<file path="config.mk">
export PLATFORM = sky130hd
export DESIGN_NAME = rac_alarm_control
export DESIGN_NICKNAME = d
export VERILOG_FILES = /design/src/rac_pkg.sv /design/src/rac_alarm_control.sv
export SDC_FILE = /design/constraint.sdc
export NUM_CORES = 1
export LEC_CHECK = 0
export BUFFER_PORTS_ARGS = -buffer_cell sky130_fd_sc_hd__buf_2
export CAP_MARGIN = 40
export CORE_MARGIN = 2
export CORE_UTILIZATION = 55
export DETAILED_ROUTE_END_ITERATION = 8
export PLACE_DENSITY = 0.85
export SETUP_SLACK_MARGIN = 0.2
export SYNTH_ARGS = -nofsm -noshare
export SYNTH_HDL_FRONTEND = slang
export SYNTH_SLANG_ARGS = --single-unit
</file>
<file path="constraint.sdc">
create_clock -name clk_i -period 2.65 [get_ports clk_i]
set_input_delay 0.1325 -clock clk_i [delete_from_list [all_inputs] [get_ports clk_i]]
set_output_delay 0.1325 -clock clk_i [all_outputs]
set_load 0.1 [all_outputs]
</file>
<file path="src/rac_pkg.sv">
// Purpose: Constants shared by the real-time clock alarm and control block.
// Assumes: Byte-wide register port; offsets are register indices on that port.
// Notes: Count registers live outside; only alarm and control registers are held here.
package rac_pkg;
  localparam logic [7:0] ADDR_ALARM_SECONDS = 8'hE8;
  localparam logic [7:0] ADDR_ALARM_MINUTES = 8'hE9;
  localparam logic [7:0] ADDR_ALARM_HOURS = 8'hEA;
  localparam logic [7:0] ADDR_ALARM_WEEKDAY = 8'hEB;
  localparam logic [7:0] ADDR_ALARM_FIELD_ENABLES = 8'hEC;
  localparam logic [7:0] ADDR_CLOCK_CONTROL_STATUS = 8'hED;
  localparam int CTL_ALARM_FLAG_BIT = 7;
  localparam int CTL_INT_ENABLE_BIT = 6;
  localparam int CTL_BCD_MODE_BIT = 5;
  localparam int CTL_CLOCK_SOURCE_BIT = 4;
  localparam int CTL_LINE_FREQ_SELECT_BIT = 3;
  localparam int CTL_SLEEP_WAKE_CAUSE_BIT = 1;
  localparam int CTL_UNLOCK_BIT = 0;
  localparam int EN_WEEKDAY_BIT = 3;
  localparam int EN_HOUR_BIT = 2;
  localparam int EN_MINUTE_BIT = 1;
  localparam int EN_SECOND_BIT = 0;
  localparam logic [3:0] ALARM_ENABLES_RESET = 4'h0;
  localparam int CRYSTAL_DIVIDE = 32768;
  localparam int LINE_60HZ_DIVIDE = 60;
  localparam int LINE_50HZ_DIVIDE = 50;
  localparam logic [14:0] CRYSTAL_TERMINAL = 15'(CRYSTAL_DIVIDE - 1);
  localparam logic [14:0] LINE_60HZ_TERMINAL = 15'(LINE_60HZ_DIVIDE - 1);
  localparam logic [14:0] LINE_50HZ_TERMINAL = 15'(LINE_50HZ_DIVIDE - 1);
endpackage

</file>
<file path="src/rac_alarm_control.sv">
// Purpose: Alarm set points, alarm match, control register and clock prescaler of an RTC.
// Assumes: Time counter lives outside and reports its fields and an increment pulse.
// Notes: Source clock edges arrive on pins and are synchronised before use.
//
// Implementation choice: the address-and-strobe port.
`timescale 1ns/100ps
`default_nettype none
module rac_alarm_control
  import rac_pkg::*;
(
  input wire logic clk_i,
  input wire logic rstn_i,
  input wire logic [7:0] addr_i,
  input wire logic [7:0] wdata_i,
  input wire logic wr_i,
  input wire logic rd_i,
  output logic [7:0] rdata_o,
  input wire logic [7:0] cur_seconds_i,
  input wire logic [7:0] cur_minutes_i,
  input wire logic [7:0] cur_hours_i,
  input wire logic [3:0] cur_weekday_i,
  input wire logic count_inc_i,
  input wire logic sleeping_i,
  input wire logic crystal_clk_i,
  input wire logic line_clk_i,
  output logic second_tick_o,
  output logic count_enable_o,
  output logic count_write_enable_o,
  output logic bcd_mode_o,
  output logic crystal_enable_o,
  output logic alarm_irq_o,
  output logic sleep_wake_req_o
);

  typedef struct packed {
    logic [7:0] alarm_seconds;
    logic [7:0] alarm_minutes;
    logic [7:0] alarm_hours;
    logic [3:0] alarm_weekday_value;
    logic [3:0] alarm_enables;
    logic alarm_flag;
    logic int_enable;
    logic bcd_mode;
    logic clock_source;
    logic line_freq_select;
    logic sleep_wake_cause;
    logic unlock;
    logic [1:0] xtal_sync;
    logic [1:0] line_sync;
    logic src_prev;
    logic [14:0] prescale;
    logic second_tick;
    logic sleep_wake_req;
    logic alarm_irq;
    logic count_enable;
    logic crystal_enable;
    logic [7:0] rdata;
  } rac_state_type;

  rac_state_type state_q;
  rac_state_type state_d;
  logic alarm_match;
  logic src_level;
  logic src_edge;
  logic [14:0] terminal;
  logic relock;

  // Enabled fields must all match; a register of all-zero enables never fires.
  always_comb
  begin
    alarm_match = (state_q.alarm_enables != 4'h0)
      && (!state_q.alarm_enables[EN_SECOND_BIT] || state_q.alarm_seconds == cur_seconds_i)
      && (!state_q.alarm_enables[EN_MINUTE_BIT] || state_q.alarm_minutes == cur_minutes_i)
      && (!state_q.alarm_enables[EN_HOUR_BIT] || state_q.alarm_hours == cur_hours_i)
      && (!state_q.alarm_enables[EN_WEEKDAY_BIT]
          || state_q.alarm_weekday_value == cur_weekday_i);
    src_level = state_q.clock_source ? state_q.line_sync[1] : state_q.xtal_sync[1];
    src_edge = src_level && !state_q.src_prev;
    if (!state_q.clock_source)
    begin
      terminal = CRYSTAL_TERMINAL;
    end
    else if (state_q.line_freq_select)
    begin
      terminal = LINE_50HZ_TERMINAL;
    end
    else
    begin
      terminal = LINE_60HZ_TERMINAL;
    end
    relock = wr_i && addr_i == ADDR_CLOCK_CONTROL_STATUS
      && state_q.unlock && !wdata_i[CTL_UNLOCK_BIT];
  end

  always_comb
  begin
    state_d = state_q;
    state_d.xtal_sync = {state_q.xtal_sync[0], crystal_clk_i};
    state_d.line_sync = {state_q.line_sync[0], line_clk_i};
    state_d.src_prev = src_level;
    state_d.second_tick = 1'b0;
    state_d.sleep_wake_req = 1'b0;
    // Prescaler only runs while locked, so counting stops when unlocked.
    if (src_edge && !state_q.unlock)
    begin
      if (state_q.prescale >= terminal)
      begin
        state_d.prescale = 15'h0000;
        state_d.second_tick = 1'b1;
      end
      else
      begin
        state_d.prescale = state_q.prescale + 15'h0001;
      end
    end
    // Flag is sampled only at re-lock or count increment; a read clears it.
    if (rd_i && addr_i == ADDR_CLOCK_CONTROL_STATUS)
    begin
      state_d.alarm_flag = 1'b0;
      state_d.sleep_wake_cause = 1'b0;
    end
    if (relock || count_inc_i)
    begin
      if (alarm_match)
      begin
        state_d.alarm_flag = 1'b1;
        if (sleeping_i)
        begin
          state_d.sleep_wake_req = 1'b1;
          state_d.sleep_wake_cause = 1'b1;
        end
      end
    end
    if (wr_i)
    begin
      case (addr_i)
        ADDR_ALARM_SECONDS: state_d.alarm_seconds = wdata_i;
        ADDR_ALARM_MINUTES: state_d.alarm_minutes = wdata_i;
        ADDR_ALARM_HOURS: state_d.alarm_hours = wdata_i;
        ADDR_ALARM_WEEKDAY:
        begin
          if (state_q.unlock)
          begin
            state_d.alarm_weekday_value = wdata_i[3:0];
          end
        end
        ADDR_ALARM_FIELD_ENABLES: state_d.alarm_enables = wdata_i[3:0];
        ADDR_CLOCK_CONTROL_STATUS:
        begin
          state_d.int_enable = wdata_i[CTL_INT_ENABLE_BIT];
          state_d.bcd_mode = wdata_i[CTL_BCD_MODE_BIT];
          state_d.clock_source = wdata_i[CTL_CLOCK_SOURCE_BIT];
          state_d.line_freq_select = wdata_i[CTL_LINE_FREQ_SELECT_BIT];
          state_d.unlock = wdata_i[CTL_UNLOCK_BIT];
          state_d.prescale = 15'h0000;
        end
        default:
        begin
        end
      endcase
    end
    state_d.alarm_irq = state_d.alarm_flag && state_d.int_enable;
    // Mirrors are registered so that every output leaves a flip-flop directly.
    state_d.count_enable = !state_d.unlock;
    state_d.crystal_enable = !state_d.clock_source;
    state_d.rdata = 8'h00;
    if (rd_i)
    begin
      case (addr_i)
        ADDR_ALARM_SECONDS: state_d.rdata = state_q.alarm_seconds;
        ADDR_ALARM_MINUTES: state_d.rdata = state_q.alarm_minutes;
        ADDR_ALARM_HOURS: state_d.rdata = state_q.alarm_hours;
        ADDR_ALARM_WEEKDAY: state_d.rdata = {4'h0, state_q.alarm_weekday_value};
        ADDR_ALARM_FIELD_ENABLES: state_d.rdata = {4'h0, state_q.alarm_enables};
        ADDR_CLOCK_CONTROL_STATUS:
        begin
          state_d.rdata = {state_q.alarm_flag, state_q.int_enable, state_q.bcd_mode,
            state_q.clock_source, state_q.line_freq_select, 1'b0,
            state_q.sleep_wake_cause, state_q.unlock};
        end
        default: state_d.rdata = 8'h00;
      endcase
    end
  end

  // Reset touches only the bits that are documented to clear; the rest take their next-state value, so writes still land.
  always_ff @(posedge clk_i)
  begin
    if (!rstn_i)
    begin
      state_q.alarm_enables <= ALARM_ENABLES_RESET;
      state_q.int_enable <= 1'b0;
      state_q.unlock <= 1'b0;
      state_q.xtal_sync <= 2'h0;
      state_q.line_sync <= 2'h0;
      state_q.src_prev <= 1'b0;
      state_q.prescale <= 15'h0000;
      state_q.second_tick <= 1'b0;
      state_q.sleep_wake_req <= 1'b0;
      state_q.alarm_irq <= 1'b0;
      state_q.count_enable <= 1'b1;
      state_q.crystal_enable <= !state_d.clock_source;
      state_q.rdata <= 8'h00;
      state_q.alarm_weekday_value <= state_d.alarm_weekday_value;
      state_q.alarm_seconds <= state_d.alarm_seconds;
      state_q.alarm_minutes <= state_d.alarm_minutes;
      state_q.alarm_hours <= state_d.alarm_hours;
      state_q.alarm_flag <= state_d.alarm_flag;
      state_q.bcd_mode <= state_d.bcd_mode;
      state_q.clock_source <= state_d.clock_source;
      state_q.line_freq_select <= state_d.line_freq_select;
      state_q.sleep_wake_cause <= state_d.sleep_wake_cause;
    end
    else
    begin
      state_q <= state_d;
    end
  end

  assign rdata_o = state_q.rdata;
  assign second_tick_o = state_q.second_tick;
  assign count_enable_o = state_q.count_enable;
  assign count_write_enable_o = state_q.unlock;
  assign bcd_mode_o = state_q.bcd_mode;
  assign crystal_enable_o = state_q.crystal_enable;
  assign alarm_irq_o = state_q.alarm_irq;
  assign sleep_wake_req_o = state_q.sleep_wake_req;
endmodule
`default_nettype wire

</file>
# [Word level (Yosys, flattened, before mapping)]
# Index checks and enable logic that the tools add are counted.
[op_classes] addsub=1 magnitude_cmp=1 eq_ne=10 n_mux=28 reduce_logical=30
[ops] cell="$mux 15" n=4
[ops] cell="$eq 8x8->1 const B" n=6
[ops] cell="$pmux 8 s6" n=1
[ops] cell="$mux 32" n=1
[ops] cell="$eq 8x8->1" n=3
[ops] cell="$mux 4" n=6
[ops] cell="$mux 8" n=3
[ops] cell="$mux 16" n=1
[ops] cell="$add 15x1->15 const B" n=1
[ops] cell="$ge 15x15->1" n=1
[ops] cell="$mux 1" n=12
[ops] cell="$logic_and 1x1->1" n=11
[ops] cell="$logic_not 1->1" n=9
[ops] cell="$reduce_and 2->1" n=3
[ops] cell="$logic_or 1x1->1" n=5
[ops] cell="$eq 4x4->1" n=1
[ops] cell="$reduce_bool 4->1" n=1
[ops] cell="$reduce_and 3->1" n=1
[totals] ff_bits=72 input_bits=52 out_inout_bits=15 elab_cells=92

# [Logic depth before layout (Yosys ltp)]
[depth] ltp_word=9 mapped_depth=8 depth_no_buf=7

# [Least setup slack after synthesis]
# OpenSTA, ideal clock, no wires.
[synth_timing] path_kind="flip-flop to flip-flop" from="reg state_q[36] (netlist name)" to="reg state_q[18] (netlist name)" setup_time_ns=0.140 t_arrival_ns=2.060 required_ns=2.510 path_slack_ns=0.450 path_stages_with_launch=9 n_path_buf=1 period_less_slack_ns=2.200 cell_sequence="dfxtp_1 > and2_1 > ha_1 > a21o_1 > a21oi_1 > o21a_1 > o41ai_2 > buf_2 > a211oi_1"
[synth_between] elab_chain_cells=6 elab_cells_between_ends=9 cone_classes="order compare (1); mux (6); reduce/logical (2)"
[synth_lines] item="from (decl)" line_no="rac_alarm_control.sv:60" text="rac_state_type state_q;"
[synth_lines] item="from (signal assigned)" line_no="rac_alarm_control.sv:216" text="state_q <= state_d;"
[synth_lines] item="$mux 15 or $mux 1 (tied branches)" line_no="rac_alarm_control.sv:79, rac_alarm_control.sv:77"
[synth_lines] item="$ge 15x15->1 or $logic_and 1x1->1 (tied branches)" line_no="rac_alarm_control.sv:106, rac_alarm_control.sv:78"
[synth_lines] item="$mux 15 or $logic_and 1x1->1 (tied branches)" line_no="rac_alarm_control.sv:106, rac_alarm_control.sv:104"
[synth_lines] item="$mux 16 (*)" line_no="rac_alarm_control.sv:104" text="if (src_edge && !state_q.unlock)"
[synth_lines] item="$mux 15" line_no="rac_alarm_control.sv:136" text="case (addr_i)"
[synth_lines] item="$mux 15 (*)" line_no="rac_alarm_control.sv:134" text="if (wr_i)"
# Mark *: on every way between the ends. The rest lies on a longest branch, timed or not.
# A chain may end at the register's enable or synchronous reset.

# [Final worst setup path]
[layout_timing] from="reg state_q[36] (netlist name)" to="reg state_q[26] (netlist name)"
# The elaborated chain is that of the path after synthesis.

==> summary.md <==
| Metric | Value |
|---|---|
| Vias in the first global route | 2676 |
| First-pass GRT wire length | 13000 um |
| # rows | 29 |
| Synth Instances | 319 |
| GR peak layer | met2 |
| Fillers | 480 |
| Met3 usage in global routing | 0.0777 |
| PortBufs | 66 |
| Post-Place Worst Slack | 0.429 ns |
| Post-synth EDFFs | 30 |
| FMAX | 0.470 GHz |
| # nets final | 451 |
| Die area | 7090 um2 |
| Most common cell in the netlist | dfxtp_1 |
| PwrDens | 530 nW/um2 |
| CTS tree | built |
| Die H | 84.2 um |
| Clock Pin Slew Worst Setup and Hold Paths | 0.08 ns |
| Vias | 2772 |
| RSZ-0062 raised after global routing | false |
| Top-area cell type share of the netlist area | 0.255 |
| Clock Latency Late Sink | 0.35 ns |
| Clk pwr share | 0.391 |
| Critical Setup Path Class | reg -> reg |
| Worst hold path type | in -> reg |
| Worst Hold Slack | 0.0125 ns |
| Worst r2r path cells | 8 |
| Max-cap violations | 0 |
| Synthesized area per cell | 11.1 um2 |
| Total power draw | 2.19 mW |
| FFs w/ async S/R, synth | 0 |
| Clock root buffer | clkbuf_8 |
| Seq cells post-synth | 72 |
| Crit path to | state_q[26] |
| Die W | 84.2 um |
| Outcome | finished clean |
| Final instance area | 4130 um2 |
| Starting Density | 0.563 |
| Max IR drop VDD | 0.000431 V |
| Yosys warnings | 0 |
| Hold path startpoint | wdata_i[4] |
| Met1 Track Usage GR | 0.284 |
| Required @ worst endpoint | 2.91 ns |
| Largest net degree at the start of global routing | 20 |
| Top_reg_cell synth | dfxtp_1 |
| Num ports | 67 |
| Cell Area, Placed | 3890 um2 |
| Period minus WS final | 2.13 ns |
| TritonCTS buffer count | 9 |
| Leak | 1.71 nW |
| Share of cells above drive strength 1 | 0.246 |
| Switching share of power | 0.235 |
| Commonest cells in the netlist | dfxtp_1 (42), xnor2_1 (36), edfxtp_1 (30) |
| Final ANT Viol Nets | 0 |
| Synthesized cell area | 3540 um2 |
| # setup viols final | 0 |
| R2R Path Start | state_q[36] |
| CTS HTree Levels | 3 |
| R2R Setup Slk | 0.52 ns |
| Area grow syn2layout | 16.8% |
| Avg WL per Cell | 17.6 um |
| Final worst slack | 0.523 ns |
| Synth Net Count | 384 |
| CORE AREA | 6280 um2 |
| Initial drt markers | 145 |
| DR DRC count | 0 |
| Antenna cells | 0 |
| Synth area leaders | edfxtp_1 (25%), dfxtp_1 (24%), xnor2_1 (8.9%), ha_1 (4.6%), mux2i_1 (4.2%) |
| Worst slew pin tran | 0.659 ns |
| CP Launch Type | register |
| Met2 Usage GRT | 0.390 |
| GPL Wtd Cong | 0.903 |
| Final hold violation count | 0 |
| WL final | 8230 um |
| CP Max Fanout | 16 |
| Largest area contributor in the netlist | edfxtp_1 |
| Grt ovf | 0 |
| Post-DP HPWL | 6050 um |
| Sequential-to-total area share from yosys stat | 0.493 |
| Initial antenna violation count | 0 |
| Logic pwr share | 0.074 |
| FF-to-FF End | state_q[26] |
| Rel. slew slack | 0.559 |
| Final worst path period share | 0.803 |
| Clock Path Buffers | 2 |
| Clock skew | 0.0130 ns |
| Psw | 0.514 mW |
| Critical path launch point | state_q[36] |
| Sequential power share | 0.535 |
| Setup TNS | 0 ns |
| Gr usage total | 0.238 |
| Crit. End Element | register |
| Pint | 1.67 mW |
| CTS sink cnt | 72 |
| Vias/cell | 5.92 |
| Critical Path AT | 2.39 ns |
| Slew Viols, Final | 0 |
| Yosys cell types | 46 |
| Postcts setup bufs | 0 |
| DRT Pass-1 Iters | 5 |
## per-layer routing
metal / up-vias / wire [um]
li1: 1309 / -
met1: 1301 / 3350
met2: 133 / 3930
met3: 29 / 662
met4: 0 / 290
met5: - / 0
## sequential cells by signal, summed over array words and instances, names as in the netlist
signal	flops
state_q	55
rdata_o	8
state_d	2
alarm_irq_o	1
bcd_mode_o	1
count_enable_o	1
count_write_enable_o	1
crystal_enable_o	1
second_tick_o	1
sleep_wake_req_o	1
## how the worst min path moves through the flow
| stage | end | depth (start not counted) | slack, ns |
|---|---|---|---|
| 2_1_floorplan | count_enable_o | 1 | 0.23 |
| 3_3_place_gp | state_d[32] | 2 | 0.34 |
| 3_5_place_dp | state_d[32] | 2 | 0.34 |
| 4_1_cts | state_q[60] | 1 | 0.004 |
| 5_1_grt | state_q[68] | 1 | 0.005 |
| 6_report | state_q[68] | 1 | 0.01 |
## power groups by stage
stage                     clock [mW]  combinational [mW]  sequential, mW
after global placement             0               0.148            1.20
after floorplan                    0              0.0760            1.20
after CTS                      0.863               0.161            1.17
final                          0.855               0.162            1.17
after global routing           0.908               0.177            1.17
after detailed placement           0               0.154            1.20
## cells by family (layout without fill, tap and decap cells)
logic type                 Yosys count  count (layout)  synth area share
and+or+nand+nor                    100             100             0.163
DFF                                 72              72             0.493
AOI/OAI and AO/OA                   49              49             0.104
xor gates and xnor gates            42              42             0.104
buffers and inverters               24              96            0.0357
muxes                               19              19            0.0552
adders and majority gates           13              13            0.0460
## worst max-delay path: stages (launching register included)
cell and delay, ns:
dfxtp_2 0.42, buf_4 0.19, ha_1 0.26, a21oi_1 0.16, o21ai_0 0.11, a221oi_1 0.31
o41ai_2 0.13, buf_4 0.21, a211oi_1 0.25
## area by class of cell
class | count | area (um2) | area share
clock buffer | 11 | 131 | 0.0318
clock inverter | 5 | 57.6 | 0.0139
inverter | 5 | 18.8 | 0.00455
multi-input combinational | 223 | 1670 | 0.404
sequential | 72 | 1740 | 0.422
tap | 77 | 96.3 | 0.0233
timing repair buffer | 75 | 414 | 0.100
## cell usage in the layout, fill, tap and decap left out, types with 2 or more instances in the layout
cell type	count
xor2_1	6
ha_1	13
clkinv_2	2
nand4_1	14
nor3_2	2
and3_1	7
clkinv_4	2
a211oi_1	15
edfxtp_1	30
inv_1	5
buf_2	66
o21ai_0	7
nor3b_1	3
nand2_1	19
a221oi_1	8
a22oi_1	2
a21oi_1	5
mux2i_1	15
a21o_1	4
dfxtp_1	41
buf_4	3
dlygate4sd3_1	5
and2_1	7
clkbuf_8	9
a211oi_2	2
mux2_2	4
clkbuf_1	2
and4_1	3
nor2_1	19
xnor2_1	36
nand3_1	7
nor2b_1	9
## stage by stage
step                utilization  instances
finish                    0.658        468
floorplan                     -        319
global route              0.658        468
detailed placement        0.619        447
CTS                       0.658        468
global placement          0.618        446
## what timing repair did
action | in CTS | in global routing
hold buffers | 5 | 0
resized for setup | 0 | 1
endpoints found under the hold margin | 12 | 0
endpoints found under the setup margin | 0 | 1
(Power assumes the default switching activity.)
